`src/rtl/utcia_pkg.sv`:
```
// package: special-function register map, field positions and timing for the usb transceiver control block
package utcia_pkg;
    // special-function register addresses
    localparam logic [7:0] ADDR_INDIRECT_ADDRESS = 8'h96;
    localparam logic [7:0] ADDR_INDIRECT_DATA = 8'h97;
    localparam logic [7:0] ADDR_TRANSCEIVER_CONTROL = 8'hd7;
    // reset values
    localparam logic [7:0] RESET_INDIRECT_ADDRESS = 8'h00;
    localparam logic [7:0] RESET_TRANSCEIVER_CONTROL = 8'h00;
    localparam logic [7:0] RESET_INDIRECT_DATA = 8'h00;
    localparam logic [3:0] RESET_ENDPOINT_SELECT = 4'h0;
    // indirect address register fields
    localparam int BIT_BUSY = 7;
    localparam int BIT_AUTO_READ = 6;
    localparam int ADDR_FIELD_MSB = 5;
    localparam int ADDR_WIDTH = 6;
    // transceiver control register fields
    localparam int BIT_PULLUP_ENABLE = 7;
    localparam int BIT_PHY_ENABLE = 6;
    localparam int BIT_SPEED = 5;
    localparam int TEST_FIELD_MSB = 4;
    localparam int TEST_FIELD_LSB = 3;
    localparam int BIT_DIFF_RECEIVER = 2;
    localparam int BIT_DPLUS_LEVEL = 1;
    localparam int BIT_DMINUS_LEVEL = 0;
    // core register addresses the indirect port knows about
    localparam logic [5:0] CORE_INDEX_ADDR = 6'h0e;
    localparam logic [3:0] MAX_ENDPOINT = 4'h3;
    localparam int NUM_ENDPOINTS = 4;
    // endpoint protocol addresses
    localparam logic [7:0] EP_IN_DIR_BIT = 8'h80;
    localparam logic [7:0] EP_CONTROL_ADDR = 8'h00;
    // indirect read latency
    localparam int READ_TIME_NS = 40;
    localparam int CLK_PERIOD_NS = 10;
    localparam logic [2:0] READ_CYCLES = 3'((READ_TIME_NS + CLK_PERIOD_NS - 1) / CLK_PERIOD_NS);
    // physical test modes
    typedef enum logic [1:0] {
        UTCIA_TEST_NORMAL = 2'h0,
        UTCIA_TEST_DIFF_ONE = 2'h1,
        UTCIA_TEST_DIFF_ZERO = 2'h2,
        UTCIA_TEST_SE0 = 2'h3
    } utcia_test_type;
endpackage : utcia_pkg

```
`src/rtl/utcia_top.sv`:
```
// usb transceiver control and indirect core register access port
// Notes on behaviour
// eight endpoint pipes: control endpoint zero both ways, endpoints one-three IN and OUT
// control pipes at protocol address 0x00; IN pipes 0x80+n, OUT pipes n
// speed bit one: full speed, pull-up placed on D+
// speed bit zero: low speed, pull-up placed on D-
// pull-up connects only while enable bit set and VBUS present
// phy enable bit one turns transceiver on; zero disables and suspends it
// test field: 00 normal, 01 D+ high, 10 D- high, 11 both low
// differential receiver bit shows bus differential value while phy enabled
// bits one and zero show live D+ and D- pin levels
// indirect address picks the core register for every data access
// six-bit indirect address, never changed by hardware during auto reads
// endpoint registers route to endpoint last written into the index register
// writing busy one starts an indirect read; zero has no effect
// busy clears once fetched data sits in data register
// software polls busy for zero before data writes or new accesses
// auto-read set: each data register read starts the next indirect read; the code starts none for a data read made while busy is set
// usb clock must run during indirect accesses
// usb clock should run before phy is enabled
// data writes go to the selected core register; reads return last fetch
// endpoint select accepts zero to three; four to fifteen are reserved
// indirect read finishes in a fixed short time; busy spans it
`timescale 1ns/100ps
module utcia_top (
    // clock and reset
    input wire logic ref_clk_in,
    input wire logic rst_n_in,
    // special-function register port
    input wire logic [7:0] sfr_addr_in,
    input wire logic sfr_wr_in,
    input wire logic sfr_rd_in,
    input wire logic [7:0] sfr_wdata_in,
    output logic [7:0] sfr_rdata_out,
    // usb function core register port
    output logic core_wr_out,
    output logic core_rd_out,
    output logic [5:0] indirect_reg_addr_out,
    output logic [7:0] core_wdata_out,
    input wire logic [7:0] core_rdata_in,
    output logic [3:0] endpoint_select_out,
    output logic endpoint_reserved_out,
    // usb bus pins and sense
    input wire logic vbus_present_in,
    input wire logic dplus_in,
    input wire logic dminus_in,
    output logic dplus_out,
    output logic dplus_oe_out,
    output logic dminus_out,
    output logic dminus_oe_out,
    output logic pullup_dplus_out,
    output logic pullup_dminus_out,
    output logic phy_enable_out,
    output logic phy_suspend_out,
    output logic full_speed_out,
    // endpoint protocol address table, eight pipes
    output logic [63:0] pipe_protocol_addr_out
);
    // =====================================================
    // register state
    // =====================================================
    logic [7:0] indirect_address_q;
    logic [7:0] xcvr_ctrl_q;
    logic [7:0] indirect_data_q;
    logic [3:0] endpoint_select_q;
    logic reserved_q;
    logic [2:0] read_count_q;
    logic busy_q;
    logic [7:0] sfr_rdata_q;
    logic core_wr_q;
    logic [7:0] core_wdata_q;
    logic [7:0] core_capture_q;

    // bus pins are asynchronous to the clock
    logic [2:0] pins_sync;
    logic vbus_sync;
    logic dplus_sync;
    logic dminus_sync;

    utcia_sync2 #(
        .WIDTH(3)
    ) u_pin_sync (
        .ref_clk_in(ref_clk_in),
        .rst_n_in(rst_n_in),
        .async_in({vbus_present_in, dplus_in, dminus_in}),
        .sync_out(pins_sync)
    );

    assign vbus_sync = pins_sync[2];
    assign dplus_sync = pins_sync[1];
    assign dminus_sync = pins_sync[0];

    // =====================================================
    // access decode
    // =====================================================
    logic wr_addr_reg;
    logic wr_data_reg;
    logic wr_xcvr_reg;
    logic rd_data_reg;
    logic start_read;
    logic [5:0] target_addr;
    logic auto_read;

    assign wr_addr_reg = sfr_wr_in && (sfr_addr_in == utcia_pkg::ADDR_INDIRECT_ADDRESS);
    assign wr_data_reg = sfr_wr_in && (sfr_addr_in == utcia_pkg::ADDR_INDIRECT_DATA);
    assign wr_xcvr_reg = sfr_wr_in && (sfr_addr_in == utcia_pkg::ADDR_TRANSCEIVER_CONTROL);
    assign rd_data_reg = sfr_rd_in && (sfr_addr_in == utcia_pkg::ADDR_INDIRECT_DATA);
    assign target_addr = indirect_address_q[utcia_pkg::ADDR_FIELD_MSB:0];
    assign auto_read = indirect_address_q[utcia_pkg::BIT_AUTO_READ];

    // manual start by writing busy one; auto start on a data read
    assign start_read = (wr_addr_reg && sfr_wdata_in[utcia_pkg::BIT_BUSY])
        || (rd_data_reg && auto_read && !busy_q);

    // =====================================================
    // indirect address register
    // =====================================================
    // address bits only move on software writes, never on auto reads
    always_ff @(posedge ref_clk_in or negedge rst_n_in) begin
        if (!rst_n_in) begin
            indirect_address_q <= utcia_pkg::RESET_INDIRECT_ADDRESS;
        end else if (wr_addr_reg) begin
            indirect_address_q <= {1'b0, sfr_wdata_in[utcia_pkg::BIT_AUTO_READ],
                sfr_wdata_in[utcia_pkg::ADDR_FIELD_MSB:0]};
        end
    end

    // =====================================================
    // busy flag and read sequencer
    // =====================================================
    // a fresh start while busy restarts the count, so data is never stale
    always_ff @(posedge ref_clk_in or negedge rst_n_in) begin
        if (!rst_n_in) begin
            busy_q <= 1'b0;
            read_count_q <= 3'h0;
        end else if (start_read) begin
            busy_q <= 1'b1;
            read_count_q <= utcia_pkg::READ_CYCLES;
        end else if (busy_q) begin
            read_count_q <= read_count_q - 3'h1;
            if (read_count_q == 3'h1) begin
                busy_q <= 1'b0;
            end
        end
    end

    // core strobe held for the whole read so the core samples a stable address
    assign core_rd_out = busy_q;

    // capture core data one cycle before busy drops
    always_ff @(posedge ref_clk_in or negedge rst_n_in) begin
        if (!rst_n_in) begin
            core_capture_q <= utcia_pkg::RESET_INDIRECT_DATA;
        end else if (busy_q && read_count_q == 3'h2) begin
            core_capture_q <= core_rdata_in;
        end
    end

    // =====================================================
    // indirect data register
    // =====================================================
    // loaded exactly as busy clears, so busy low always means valid data
    always_ff @(posedge ref_clk_in or negedge rst_n_in) begin
        if (!rst_n_in) begin
            indirect_data_q <= utcia_pkg::RESET_INDIRECT_DATA;
        end else if (busy_q && read_count_q == 3'h1) begin
            indirect_data_q <= (utcia_pkg::READ_CYCLES == 3'h1) ? core_rdata_in : core_capture_q;
        end
    end

    // write-through to the core; software must wait for busy low first
    always_ff @(posedge ref_clk_in or negedge rst_n_in) begin
        if (!rst_n_in) begin
            core_wr_q <= 1'b0;
            core_wdata_q <= 8'h00;
        end else begin
            core_wr_q <= wr_data_reg && !busy_q;
            if (wr_data_reg && !busy_q) begin
                core_wdata_q <= sfr_wdata_in;
            end
        end
    end

    assign core_wr_out = core_wr_q;
    assign core_wdata_out = core_wdata_q;
    assign indirect_reg_addr_out = target_addr;

    // =====================================================
    // endpoint index shadow
    // =====================================================
    // tracks writes to the core index register to steer indexed accesses
    always_ff @(posedge ref_clk_in or negedge rst_n_in) begin
        if (!rst_n_in) begin
            endpoint_select_q <= utcia_pkg::RESET_ENDPOINT_SELECT;
            reserved_q <= 1'b0;
        end else if (wr_data_reg && !busy_q && target_addr == utcia_pkg::CORE_INDEX_ADDR) begin
            endpoint_select_q <= sfr_wdata_in[3:0];
            reserved_q <= (sfr_wdata_in[3:0] > utcia_pkg::MAX_ENDPOINT);
        end
    end

    assign endpoint_select_out = endpoint_select_q;
    // reserved selects are flagged; the core ignores indexed access then
    assign endpoint_reserved_out = reserved_q;

    // =====================================================
    // transceiver control register
    // =====================================================
    // usb clock presence is the system's duty, not checked here
    always_ff @(posedge ref_clk_in or negedge rst_n_in) begin
        if (!rst_n_in) begin
            xcvr_ctrl_q <= utcia_pkg::RESET_TRANSCEIVER_CONTROL;
        end else begin
            if (wr_xcvr_reg) begin
                xcvr_ctrl_q[7:3] <= sfr_wdata_in[7:3];
            end
            // live status fields are read-only
            xcvr_ctrl_q[utcia_pkg::BIT_DIFF_RECEIVER] <= xcvr_ctrl_q[utcia_pkg::BIT_PHY_ENABLE]
                ? (dplus_sync & ~dminus_sync) : 1'b0;
            xcvr_ctrl_q[utcia_pkg::BIT_DPLUS_LEVEL] <= dplus_sync;
            xcvr_ctrl_q[utcia_pkg::BIT_DMINUS_LEVEL] <= dminus_sync;
        end
    end

    logic pullup_en;
    logic phy_en;
    logic speed_full;
    utcia_pkg::utcia_test_type test_mode;

    assign pullup_en = xcvr_ctrl_q[utcia_pkg::BIT_PULLUP_ENABLE];
    assign phy_en = xcvr_ctrl_q[utcia_pkg::BIT_PHY_ENABLE];
    assign speed_full = xcvr_ctrl_q[utcia_pkg::BIT_SPEED];
    assign test_mode = utcia_pkg::utcia_test_type'(
        xcvr_ctrl_q[utcia_pkg::TEST_FIELD_MSB:utcia_pkg::TEST_FIELD_LSB]);

    // =====================================================
    // pin drive
    // =====================================================
    logic pu_dp_q;
    logic pu_dm_q;
    logic phy_q;
    logic dp_q;
    logic dm_q;
    logic oe_q;
    logic susp_q;
    logic fs_q;

    always_ff @(posedge ref_clk_in or negedge rst_n_in) begin
        if (!rst_n_in) begin
            pu_dp_q <= 1'b0;
            pu_dm_q <= 1'b0;
            fs_q <= 1'b0;
        end else begin
            pu_dp_q <= pullup_en && vbus_sync && speed_full;
            pu_dm_q <= pullup_en && vbus_sync && !speed_full;
            fs_q <= speed_full && ((pullup_en && vbus_sync) || phy_en);
        end
    end

    always_ff @(posedge ref_clk_in or negedge rst_n_in) begin
        if (!rst_n_in) begin
            phy_q <= 1'b0;
            susp_q <= 1'b1;
        end else begin
            phy_q <= phy_en;
            susp_q <= !phy_en;
        end
    end

    // forced line states, only while the transceiver is on
    always_ff @(posedge ref_clk_in or negedge rst_n_in) begin
        if (!rst_n_in) begin
            dp_q <= 1'b0;
            dm_q <= 1'b0;
            oe_q <= 1'b0;
        end else begin
            unique case (test_mode)
                utcia_pkg::UTCIA_TEST_NORMAL: begin
                    dp_q <= 1'b0;
                    dm_q <= 1'b0;
                    oe_q <= 1'b0;
                end
                utcia_pkg::UTCIA_TEST_DIFF_ONE: begin
                    dp_q <= 1'b1;
                    dm_q <= 1'b0;
                    oe_q <= phy_en;
                end
                utcia_pkg::UTCIA_TEST_DIFF_ZERO: begin
                    dp_q <= 1'b0;
                    dm_q <= 1'b1;
                    oe_q <= phy_en;
                end
                utcia_pkg::UTCIA_TEST_SE0: begin
                    dp_q <= 1'b0;
                    dm_q <= 1'b0;
                    oe_q <= phy_en;
                end
            endcase
        end
    end

    assign pullup_dplus_out = pu_dp_q;
    assign pullup_dminus_out = pu_dm_q;
    assign phy_enable_out = phy_q;
    assign phy_suspend_out = susp_q;
    assign full_speed_out = fs_q;
    assign dplus_out = dp_q;
    assign dminus_out = dm_q;
    assign dplus_oe_out = oe_q;
    assign dminus_oe_out = oe_q;

    // =====================================================
    // endpoint pipe protocol addresses
    // =====================================================
    // pipe 2n is OUT, 2n+1 is IN of endpoint n
    logic [15:0] pipe_addr_q [utcia_pkg::NUM_ENDPOINTS];
    genvar ep;
    generate
        for (ep = 0; ep < utcia_pkg::NUM_ENDPOINTS; ep++) begin : g_pipe
            always_ff @(posedge ref_clk_in or negedge rst_n_in) begin
                if (!rst_n_in) begin
                    pipe_addr_q[ep] <= 16'h0000;
                end else if (ep == 0) begin
                    pipe_addr_q[ep] <= {utcia_pkg::EP_CONTROL_ADDR, utcia_pkg::EP_CONTROL_ADDR};
                end else begin
                    pipe_addr_q[ep] <= {utcia_pkg::EP_IN_DIR_BIT | 8'(ep), 8'(ep)};
                end
            end
        end
    endgenerate

    assign pipe_protocol_addr_out = {pipe_addr_q[3], pipe_addr_q[2], pipe_addr_q[1], pipe_addr_q[0]};

    // =====================================================
    // register read back
    // =====================================================
    always_ff @(posedge ref_clk_in or negedge rst_n_in) begin
        if (!rst_n_in) begin
            sfr_rdata_q <= 8'h00;
        end else if (sfr_rd_in) begin
            unique case (sfr_addr_in)
                utcia_pkg::ADDR_INDIRECT_ADDRESS: sfr_rdata_q <= {busy_q, indirect_address_q[6:0]};
                utcia_pkg::ADDR_INDIRECT_DATA: sfr_rdata_q <= indirect_data_q;
                utcia_pkg::ADDR_TRANSCEIVER_CONTROL: sfr_rdata_q <= xcvr_ctrl_q;
                default: sfr_rdata_q <= 8'h00;
            endcase
        end
    end

    assign sfr_rdata_out = sfr_rdata_q;
endmodule : utcia_top

```
`src/rtl/utcia_sync2.sv`:
```
// two-stage synchroniser for pin levels
`timescale 1ns/100ps
module utcia_sync2 #(
    parameter int WIDTH = 1
) (
    // clock and reset
    input wire logic ref_clk_in,
    input wire logic rst_n_in,
    // asynchronous level in, synchronised level out
    input wire logic [WIDTH-1:0] async_in,
    output logic [WIDTH-1:0] sync_out
);
    logic [WIDTH-1:0] meta_q;
    logic [WIDTH-1:0] sync_q;

    // first stage feeds only the second stage
    always_ff @(posedge ref_clk_in or negedge rst_n_in) begin
        if (!rst_n_in) begin
            meta_q <= '0;
            sync_q <= '0;
        end else begin
            meta_q <= async_in;
            sync_q <= meta_q;
        end
    end

    assign sync_out = sync_q;
endmodule : utcia_sync2

```
`config.mk`:
```
export PLATFORM = sky130hd
export DESIGN_NAME = utcia_top
export DESIGN_NICKNAME = d
export VERILOG_FILES = /design/src/rtl/utcia_pkg.sv /design/src/rtl/utcia_top.sv /design/src/rtl/utcia_sync2.sv
export SDC_FILE = /design/constraint.sdc
export NUM_CORES = 1
export LEC_CHECK = 0
export BUFFER_PORTS_ARGS = -buffer_cell sky130_fd_sc_hd__buf_2
export CAP_MARGIN = 25
export CORE_MARGIN = 2
export CORE_UTILIZATION = 35
export DETAILED_ROUTE_END_ITERATION = 12
export PLACE_DENSITY = 0.66
export RECOVER_POWER = 25
export SYNTH_ARGS = -nofsm -noshare
export SYNTH_HDL_FRONTEND = slang
export SYNTH_SLANG_ARGS = --single-unit
```
`constraint.sdc`:
```
create_clock -name ref_clk_in -period 1.7 [get_ports ref_clk_in]
set_clock_uncertainty 0.05 [all_clocks]
set_input_delay 0 -clock ref_clk_in [delete_from_list [all_inputs] [get_ports ref_clk_in]]
set_output_delay 0 -clock ref_clk_in [all_outputs]
set_load 0.03 [all_outputs]
```
# == After elaboration in Yosys (flattened, before gate mapping) ==
# Cells that the tools add are included.
# word_totals
input_bits,31
word_cells,72
ff_bits,73
# op_classes
add_sub_neg,1
n_eq_ne,9
reduce_logical,25
n_mux,10
order_cmp,1
bitwise_logic,2
# op_table
operator,count
$eq 8x8->1 const B,3
$pmux 8 s3,1
$logic_and 1x1->1,15
$reduce_or 3->1,3
$eq 6x4->1 const B,1
$mux 3,2
$pmux 1 s2,3
$eq 2x2->1 const B,2
$gt 4x2->1 const B,1
$mux 1,4
$eq 3x1->1 const B,1
$eq 3x2->1 const B,1
$logic_not 1->1,3
$sub 3x1->3 const B,1
$eq 2x1->1 const B,1
$logic_not 2->1,1
$logic_or 1x1->1,2
$reduce_bool 2->1,1
$and 1x1->1,1
$not 1->1,1

# == Logic depth before layout (Yosys ltp) ==
# Gate-level depths: netlist of run 1.
# logic_depth
word_depth,6
ltp_mapped,5
mapped_depth_nobuf,5

# == Modules after synthesis ==
# Synthesis of run 1 repeated with hierarchy kept, for this count alone.
# unflattened
cells_unflattened,271
area_unflattened_um2,3390.8
# modules_own_cells
module,cells_per_inst,n_inst,area_each_um2
utcia_top,265,1,3240.6
utcia_sync2,6,1,150.1

# == Worst setup path before layout of run 1 ==
# OpenSTA, ideal clock, no wires.
# synth_path
path_kind,register to register
from,"register busy_q, in the netlist core_rd_out"
to,"register endpoint_select_q[0], in the netlist endpoint_select_out[0]"
t_arrival_ns,1.717
path_buffers,1
period_less_slack_ns,1.892
slack_ns,-0.192
t_required_ns,1.525
stages_incl_launch_ff,5
path_cell_list,dfrtp_1 -> clkbuf_1 -> nor4_4 -> nand2_4 -> mux2_2
# synth_between
elab_chain_cells,3
# synth_rtl
element,line,text
"start, declared",utcia_top.sv:68,logic busy_q;
"start signal, assigned",utcia_top.sv:134,busy_q <= 1'b0;
"start signal, assigned",utcia_top.sv:137,busy_q <= 1'b1;
"start signal, assigned",utcia_top.sv:142,busy_q <= 1'b0;
$logic_not 1->1,utcia_top.sv:196,end else if (wr_data_reg && !busy_q && target_addr == utcia_pkg::CORE_INDEX_ADDR) begin
$logic_and 1x1->1 (2 in a row),utcia_top.sv:196,
"end signal, assigned",utcia_top.sv:194,endpoint_select_q <= utcia_pkg::RESET_ENDPOINT_SELECT;
"end signal, assigned",utcia_top.sv:197,endpoint_select_q <= sfr_wdata_in[3:0];
"end, declared",utcia_top.sv:65,logic [3:0] endpoint_select_q;
# Every way passes these cells.
# A chain may end at the register's enable or synchronous reset.

# == Worst setup path in the final report of run 1 ==
# layout_path
from,register read_count_q[1]
to,register indirect_data_q[6]
# layout_between
elab_chain_cells,2
# layout_rtl
element,line,text
"start, declared",utcia_top.sv:67,logic [2:0] read_count_q;
"start signal, assigned",utcia_top.sv:138,read_count_q <= utcia_pkg::READ_CYCLES;
"start signal, assigned",utcia_top.sv:140,read_count_q <= read_count_q - 3'h1;
$eq 3x1->1,utcia_top.sv:166,end else if (busy_q && read_count_q == 3'h1) begin
$logic_and 1x1->1,utcia_top.sv:166,
"end signal, assigned",utcia_top.sv:165,indirect_data_q <= utcia_pkg::RESET_INDIRECT_DATA;
"end signal, assigned",utcia_top.sv:167,indirect_data_q <= (utcia_pkg::READ_CYCLES == 3'h1) ? core_rdata_in : core_capture_q;
"end, declared",utcia_top.sv:64,logic [7:0] indirect_data_q;
# Every way passes these cells.

==> results.sh, run 1 <==
export IMPL_final_common_cell="buf_2"
export IMPL_slew_headroom_pct=39.5
export IMPL_min_period_ns=1.51
export IMPL_grt_max_degree=39
export IMPL_grt_pass1_wl_mm=10.6
export IMPL_irDropWorstVdd_mv=0.446
export IMPL_vias_per_cell=4.27
export IMPL_yosys_area_top_type="dfrtp_1"
export IMPL_dieHeight_um=103
export IMPL_rsz0062_at_grt="false"
export IMPL_setup_viol=0
export IMPL_dp_hpwl_mm=4.88
export IMPL_grt_pass1_vias=2105
export IMPL_fin_cells=508
export IMPL_wire_per_inst_um=13.1
export IMPL_gr_total_overflow=0
export IMPL_drc=0
export IMPL_cts_sinks=72
export IMPL_nets=404
export IMPL_cts_buffers=9
export IMPL_p_per_area_nw_per_um2=934
export IMPL_avgSynthCellArea_sq_um=12.3
export IMPL_max_freq_mhz=662
export IMPL_crit_fanout=8
export IMPL_clockBufferDepth=2
export IMPL_drv_cap=0
export IMPL_synth_top_cells_by_area="dfrtp_1 (52%), mux2_2 (15%), buf_4 (15%)"
export IMPL_first_pass_iters=4
export IMPL_row_count=36
export IMPL_ys_flop_type="dfrtp_1"
export IMPL_wl_mm=6.63
export IMPL_ys_seq_elements=72
export IMPL_cts_root_buf="clkbuf_8"
export IMPL_ctsResizeCount=0
export IMPL_h_tree_depth=3
export IMPL_antenna_found_initial=0
export IMPL_cp_arrival_ns=1.69
export IMPL_die_area_sq_um=10600
export IMPL_dp_cells=471
export IMPL_hold_viol_final=0
export IMPL_tightest_slew_ns=0.907
export IMPL_io_pins=133
export IMPL_hold_class="input port to register"
export IMPL_ant_nets=0
export IMPL_track_usage_pct=13.5
export IMPL_synth_edff_count=0
export IMPL_slew_viol_final=0
export IMPL_synthCells=278
export IMPL_floorplan_initialDensity_pct=35.6
export IMPL_pre_cts_slack_ns=0.131
export IMPL_critPathCaptureType="register"
export IMPL_synth_top_area_share_pct=51.8
export IMPL_async_flop_share_pct=100
export IMPL_ctsHoldBuffers=21
export IMPL_synth_cell_types=33
export IMPL_nFillCells=931
export IMPL_setup_ws_ns=0.190
export IMPL_syn_area_sq_um=3430
export IMPL_area_delta_synth_final_pct=19.4
export IMPL_yosysSeqAreaShare_pct=52.6
export IMPL_worstSetupStartpointType="register"
export IMPL_whs_ns=0.0672
export IMPL_required_ns=1.88
export IMPL_drive_gt1_share_pct=40.5
export IMPL_outcome="complete, no violations"
export IMPL_vias=2171
export IMPL_yosysWarnings=0
export IMPL_final_cell_mix="buf_2 (78), dfrtp_1 (70), conb_1 (54)"
export IMPL_clk_latency_ns=0.35
export IMPL_first_iter_violations=55
export IMPL_crit_type="register to register"
export IMPL_cts_setup_buffers=0
export IMPL_setup_tns_ns=0
export IMPL_portBuffers=79
export IMPL_n_antenna_cell=0
export IMPL_globalplace_congestion=0.753
export IMPL_core_area_sq_um=9640
export IMPL_fin_crit_sh_pct=88.8
export IMPL_tritoncts="done"
export IMPL_leakagePower_uw=0.00213
export IMPL_die_width_um=103
export IMPL_path_clk_slew_ns=0.08
[where the power goes]
group | total, uW | switching, uW | internal, uW
logic | 582 | 394 | 188
registers | 1860 | 63.8 | 1800
clock network | 1380 | 632 | 752
[through the flow]
stage	power, uW	utilization, %	instance area (sq um)
floorplan	2400	-	3630
finish	3830	42.5	4100
global placement	2420	38.2	3690
CTS	3880	42.6	4100
global route	4050	42.5	4100
detailed placement	2450	38.2	3690
[area by class of cell]
type / count / area [sq um] / area share [%]
clock buffer: 11 / 151 / 3.70
tap: 133 / 166 / 4.06
timing repair buffer: 106 / 657 / 16.0
clock inverter: 5 / 55.1 / 1.34
sequential: 72 / 1800 / 44.0
inverter: 12 / 45.0 / 1.10
multi-input combinational: 169 / 1220 / 29.7
[logic make-up (layout without fill, tap and decap cells)]
logic type / Yosys count / after routing / synth area share, %
AOI/OAI and AO/OA: 19 / 19 / 3.36
muxes: 50 / 50 / 16.3
DFF: 72 / 72 / 52.6
other: 2 / 54 / 0.219
and+or+nand+nor: 41 / 41 / 8.32
xor gates and xnor gates: 2 / 2 / 0.511
adders and majority gates: 3 / 3 / 1.09
buffers and inverters: 89 / 134 / 17.6
[Yosys cell counts, types with 3 or more instances]
| cell type | count |
|---|---|
| nand2b_1 | 3 |
| dfrtp_1 | 71 |
| nor3b_1 | 7 |
| mux2_2 | 47 |
| a21oi_1 | 6 |
| nand3b_1 | 4 |
| nor2_1 | 9 |
| inv_1 | 12 |
| o22ai_1 | 8 |
| buf_4 | 70 |
| mux2i_1 | 3 |
| nand2_1 | 5 |
| clkbuf_1 | 6 |
| ha_1 | 3 |
[registers in the layout, summed over array words and instances (netlist names), 3 cells and up]
name and count:
read_count_q 3, endpoint_select_out 4, xcvr_ctrl_q 8, core_capture_q 8, sfr_rdata_out 8, u_pin_sync.sync_out 3
indirect_data_q 8, indirect_address_q 7, core_wdata_out 8, u_pin_sync.meta_q 3
[layer usage]
layer | track usage, % | vias to the layer above | routed length [um]
li1 | - | 995 | -
met1 | 16.3 | 1066 | 2750
met2 | 22.2 | 101 | 3260
met3 | 4.75 | 9 | 530
met4 | 4.86 | 0 | 92
met5 | 0 | - | 0
[final timing paths]
path	startpoint	to	slack [ns]	cells after the start
setup / recovery	read_count_q[1]	indirect_data_q[6]	0.19	4
hold / removal	sfr_addr_in[0]	core_wr_out	0.07	4
setup reg to reg	read_count_q[1]	indirect_data_q[6]	0.19	4
hold reg to reg	u_pin_sync.meta_q[1]	u_pin_sync.sync_out[1]	0.30	0
max in group asynchronous	rst_n_in	core_rd_out	0.66	3
min in group asynchronous	rst_n_in	core_capture_q[1]	0.36	3
[critical path: stages, from the launching register on]
cell and delay, ns:
dfrtp_1 0.39, inv_1 0.10, ha_1 0.17, nand3b_1 0.31, mux2_2 0.38
Note: power is estimated with default switching activity, not from simulation.
==> run 2: changes to the inputs <==
- PLACE_DENSITY: 0.66 -> 0.64
- clock period: 1.7 -> 1.9 ns (I/O delays scaled with it)
==> results.sh, run 2 (synthesis gave the netlist of run 1 again) <==
export IMPL_gr_total_overflow=0
export IMPL_final_cell_mix="buf_2 (79), dfrtp_1 (71), conb_1 (54)"
export IMPL_row_count=36
export IMPL_hp_start="sfr_wr_in"
export IMPL_crit_family="buffers and inverters"
export IMPL_slew_viol_final=0
export IMPL_p_int_uw=2460
export IMPL_pre_cts_slack_ns=0.281
export IMPL_holdPathStages=4
export IMPL_tightest_slew_ns=0.986
export IMPL_core_area_sq_um=9640
export IMPL_slew_headroom_pct=34.3
export IMPL_clk_latency_ns=0.34
export IMPL_portBuffers=79
export IMPL_io_pins=133
export IMPL_vias=2127
export IMPL_pwr_share_clk_pct=35.6
export IMPL_irDropWorstVdd_mv=0.363
export IMPL_cts_root_buf="clkbuf_8"
export IMPL_min_period_ns=1.71
export IMPL_power_uw=3410
export IMPL_p_switching_uw=953
export IMPL_crit_fanout=9
export IMPL_cts_buffers=9
export IMPL_rsz0062_at_grt="false"
export IMPL_clockBufferDepth=2
export IMPL_leakagePower_uw=0.00213
export IMPL_ctsResizeCount=0
export IMPL_ctsHoldBuffers=22
export IMPL_required_ns=2.08
export IMPL_grt_pass1_vias=2041
export IMPL_drive_gt1_share_pct=39.5
export IMPL_final_common_cell="buf_2"
export IMPL_fin_crit_sh_pct=89.7
export IMPL_die_area_sq_um=10600
export IMPL_wl_mm=6.75
export IMPL_setup_tns_ns=0
export IMPL_grt_pass1_wl_mm=10.5
export IMPL_path_clk_slew_ns=0.08
export IMPL_placed_cell_area_sq_um=3680
export IMPL_drv_cap=0
export IMPL_area_delta_synth_final_pct=19.1
export IMPL_reg2reg_from="core_rd_out"
export IMPL_wire_per_inst_um=13.3
export IMPL_grt_max_degree=73
export IMPL_vias_per_cell=4.19
export IMPL_final_util_pct=42.4
export IMPL_ant_nets=0
export IMPL_n_antenna_cell=0
export IMPL_p_per_area_nw_per_um2=835
export IMPL_tritoncts="done"
export IMPL_max_freq_mhz=586
export IMPL_dieHeight_um=103
export IMPL_track_usage_pct=13.5
export IMPL_dp_hpwl_mm=4.86
export IMPL_crit_chain="buf_4, nor3b_1, a21oi_1, o22ai_1, dlygate4sd3_1"
export IMPL_nFillCells=934
export IMPL_die_width_um=103
export IMPL_crit_buf_inv=2
export IMPL_p_comb_share_pct=15.6
export IMPL_floorplan_initialDensity_pct=35.6
export IMPL_cts_setup_buffers=0
export IMPL_cts_sinks=72
export IMPL_drc=0
export IMPL_multiInputGateArea_sq_um=1220
export IMPL_seq_area_sq_um=1800
export IMPL_globalplace_congestion=0.762
export IMPL_regToRegSetupSlack_ns=0.19
export IMPL_first_iter_violations=84
export IMPL_first_pass_iters=4
export IMPL_outcome="complete, no violations"
export IMPL_switching_share_pct=27.9
export IMPL_hold_class="input port to register"
export IMPL_design_area_sq_um=4090
export IMPL_hold_viol_final=0
export IMPL_seqPwrFrac_pct=48.8
export IMPL_setup_viol=0
export IMPL_cp_arrival_ns=1.89
export IMPL_worstSetupStartpointType="register"
export IMPL_r2r_cells=5
export IMPL_antenna_found_initial=0
export IMPL_critPathCaptureType="register"
export IMPL_crit_type="register to register"
export IMPL_h_tree_depth=3
export IMPL_r2r_end="sfr_rdata_out[7]"
export IMPL_cp_slowest_cell="dlygate4sd3_1"
export IMPL_cpPeakStageDelay_ns=0.57
export IMPL_min_to="read_count_q[0]"
export IMPL_setup_ws_ns=0.195
export IMPL_nets=404
-- run 2: cell type report --
| cell class | count | share of cell area [%] |
|---|---|---|
| Sequential cell | 72 | 44.1 |
| Multi-Input combinational cell | 169 | 29.8 |
| Timing Repair Buffer | 106 | 16.0 |
| Tap cell | 133 | 4.07 |
| Clock buffer | 14 | 3.98 |
| Inverter | 12 | 1.10 |
| Clock inverter | 2 | 0.919 |
-- run 2: how the worst max path moves through the flow --
stage	cells after the start	slack, ns	to	from
after CTS	5	0.21	sfr_rdata_out[7]	core_rd_out
after global placement	5	0.31	xcvr_ctrl_q[7]	sfr_addr_in[3]
after detailed placement	5	0.28	xcvr_ctrl_q[4]	sfr_addr_in[3]
after global routing	5	0.12	sfr_rdata_out[7]	core_rd_out
after floorplan	4	0.008	endpoint_select_out[0]	core_rd_out
final	5	0.19	sfr_rdata_out[7]	core_rd_out
-- run 2: through the flow --
stage | hold WS (ns) | instances
floorplan | -0.346 | 330
detailed placement | 0.0114 | 470
CTS | 0.0740 | 508
global route | 0.0992 | 508
finish | 0.0847 | 508
global placement | 0.00687 | 470
-- run 2: metal layers --
metal,track usage [%],part of all wire (%)
met2,21.2,46
met3,4.95,8.3
met1,17.1,44
met4,4.96,1.5
met5,0,0
-- run 2: power groups by stage --
stage                     Sequential (uW)  Clock [uW]  Combinational (uW)
after floorplan                      1710           0                 436
after global placement               1690           0                 487
after detailed placement             1690           0                 506
after CTS                            1660        1260                 540
after global routing                 1670        1320                 585
final                                1660        1220                 532
-- run 2: worst min-delay path: stages --
cell      delay (ns)
buf_2           0.12
nand3b_1        0.09
a211oi_1        0.12
nor2_1          0.11
==> run 3: changes to the inputs <==
- REMOVE_ABC_BUFFERS: unset -> 1
==> results.sh, run 3 (synthesis gave the netlist of run 1 again) <==
export IMPL_die_width_um=103
export IMPL_dp_cells=471
export IMPL_crit_type="register to register"
export IMPL_r2r_end="core_capture_q[0]"
export IMPL_hold_viol_final=0
export IMPL_hp_start="sfr_addr_in[0]"
export IMPL_whs_ns=0.115
export IMPL_seqPwrFrac_pct=45.6
export IMPL_fin_crit_sh_pct=80.6
export IMPL_required_ns=2.07
export IMPL_cp_arrival_ns=1.71
export IMPL_nets=404
export IMPL_h_tree_depth=3
export IMPL_p_int_uw=2660
export IMPL_reg2reg_from="read_count_q[0]"
export IMPL_cpPeakStageDelay_ns=0.39
export IMPL_min_period_ns=1.53
export IMPL_n_antenna_cell=0
export IMPL_wl_met2_mm=3.20
export IMPL_gr_total_overflow=0
export IMPL_wl_mm=6.49
export IMPL_floorplan_initialDensity_pct=35.6
export IMPL_min_to="core_wr_out"
export IMPL_clockBufferDepth=2
export IMPL_drive_gt1_share_pct=40.3
export IMPL_wl_met3_um=457
export IMPL_grt_pass1_wl_mm=10.2
export IMPL_p_switching_uw=981
export IMPL_cp_slowest_cell="dfrtp_1"
export IMPL_path_clk_slew_ns=0.08
export IMPL_wl_met1_mm=2.80
export IMPL_drv_cap=0
export IMPL_globalplace_congestion=0.758
export IMPL_core_area_sq_um=9640
export IMPL_slew_headroom_pct=35.4
export IMPL_io_pins=133
export IMPL_worstSetupStartpointType="register"
export IMPL_holdPathStages=4
export IMPL_cts_setup_buffers=0
export IMPL_wire_per_inst_um=12.8
export IMPL_fin_cells=508
export IMPL_grt_max_degree=73
export IMPL_row_count=36
export IMPL_leakagePower_uw=0.00215
export IMPL_outcome="complete, no violations"
export IMPL_antenna_found_initial=0
export IMPL_slew_viol_final=0
export IMPL_design_area_sq_um=4130
export IMPL_final_common_cell="buf_2"
export IMPL_drc=0
export IMPL_nFillCells=919
export IMPL_dieHeight_um=103
export IMPL_p_per_area_nw_per_um2=882
export IMPL_vias=2146
export IMPL_ant_nets=0
export IMPL_ctsResizeCount=0
export IMPL_area_delta_synth_final_pct=20.3
export IMPL_die_area_sq_um=10600
export IMPL_regToRegSetupSlack_ns=0.37
export IMPL_crit_chain="inv_1, ha_1, nand3b_1, mux2_2"
export IMPL_hold_class="input port to register"
export IMPL_routed_top_layer="met4"
export IMPL_setup_viol=0
export IMPL_critPathCaptureType="register"
export IMPL_portBuffers=79
export IMPL_track_usage_pct=12.7
export IMPL_tritoncts="done"
export IMPL_rsz0062_at_grt="false"
export IMPL_first_iter_violations=50
export IMPL_pwr_share_clk_pct=39.9
export IMPL_clk_latency_ns=0.34
export IMPL_grt_pass1_vias=2069
export IMPL_placed_cell_area_sq_um=3680
export IMPL_first_pass_iters=4
export IMPL_cts_root_buf="clkbuf_8"
export IMPL_cts_sinks=72
export IMPL_r2r_cells=4
export IMPL_switching_share_pct=27.0
export IMPL_vias_per_cell=4.22
export IMPL_p_comb_share_pct=14.5
export IMPL_cts_buffers=9
export IMPL_final_cell_mix="buf_2 (79), dfrtp_1 (71), conb_1 (54)"
export IMPL_irDropWorstVdd_mv=0.530
export IMPL_max_freq_mhz=653
export IMPL_dp_hpwl_mm=4.71
export IMPL_crit_fanout=8
export IMPL_tightest_slew_ns=0.969
==> run 3: cell count changes in the layout (fill, tap and decap cells not counted) <==
cell / delta
buf_4: +1
bufinv_16: +2
clkbuf_1: -2
clkbuf_8: -2
dlygate4sd3_1: -1
inv_6: +2
==> run 3: final cells by class <==
class                      count  area [sq um]  share of cell area (%)
timing repair buffer         106           651                    15.8
multi-input combinational    169          1220                    29.5
tap                          133           166                    4.03
clock inverter                 6           115                    2.79
inverter                      12          45.0                    1.09
sequential                    72          1800                    43.7
clock buffer                  10           128                    3.09
==> run 3: critical path: cells and delay by family, from the launching register on <==
kind	cells	cell delay [ns]
AND/OR/NAND/NOR	1	0.32
buffers and inverters	1	0.08
adder cells (fa/ha/maj)	1	0.20
flip-flops	1	0.39
multiplexers	1	0.38
==> run 3: metal layers <==
| layer | vias up | GRT usage [%] |
|---|---|---|
| met1 | 1048 | 15.7 |
| met2 | 97 | 21.3 |
| li1 | 997 | - |
| met5 | - | 0 |
| met3 | 4 | 3.86 |
| met4 | 0 | 4.55 |
==> run 3: power groups by stage <==
stage / clock [uW] / combinational, uW / sequential [uW]
5_1_grt: 1560 / 583 / 1670
3_5_place_dp: 0 / 501 / 1690
2_1_floorplan: 0 / 272 / 1750
3_3_place_gp: 0 / 486 / 1690
4_1_cts: 1500 / 535 / 1660
6_report: 1450 / 527 / 1660
==> run 3: how the worst max path moves through the flow <==
stage | from | endpoint | slack [ns] | depth (start not counted)
3_5_place_dp | sfr_addr_in[3] | xcvr_ctrl_q[7] | 0.34 | 5
5_1_grt | read_count_q[0] | core_capture_q[0] | 0.25 | 4
6_report | read_count_q[0] | core_capture_q[0] | 0.37 | 4
2_1_floorplan | pipe_protocol_addr_out[33] | pipe_protocol_addr_out[16] | -0.40 | 0
3_3_place_gp | sfr_addr_in[3] | xcvr_ctrl_q[7] | 0.36 | 5
4_1_cts | read_count_q[0] | core_capture_q[0] | 0.36 | 4
==> run 3: what timing repair did <==
action,CTS,global route
hold buffers,21,0
endpoints found under the hold margin,116,0
endpoints found under the setup margin,0,0
==> run 3: stage by stage <==
stage	setup TNS (ns)	power, uW	util, %	setup slack, ns
2_1_floorplan	-4.43	2020	-	-0.403
5_1_grt	0	3810	42.8	0.251
3_3_place_gp	0	2170	38.2	0.359
3_5_place_dp	0	2190	38.2	0.337
4_1_cts	0	3700	42.9	0.358
6_report	0	3640	42.8	0.369
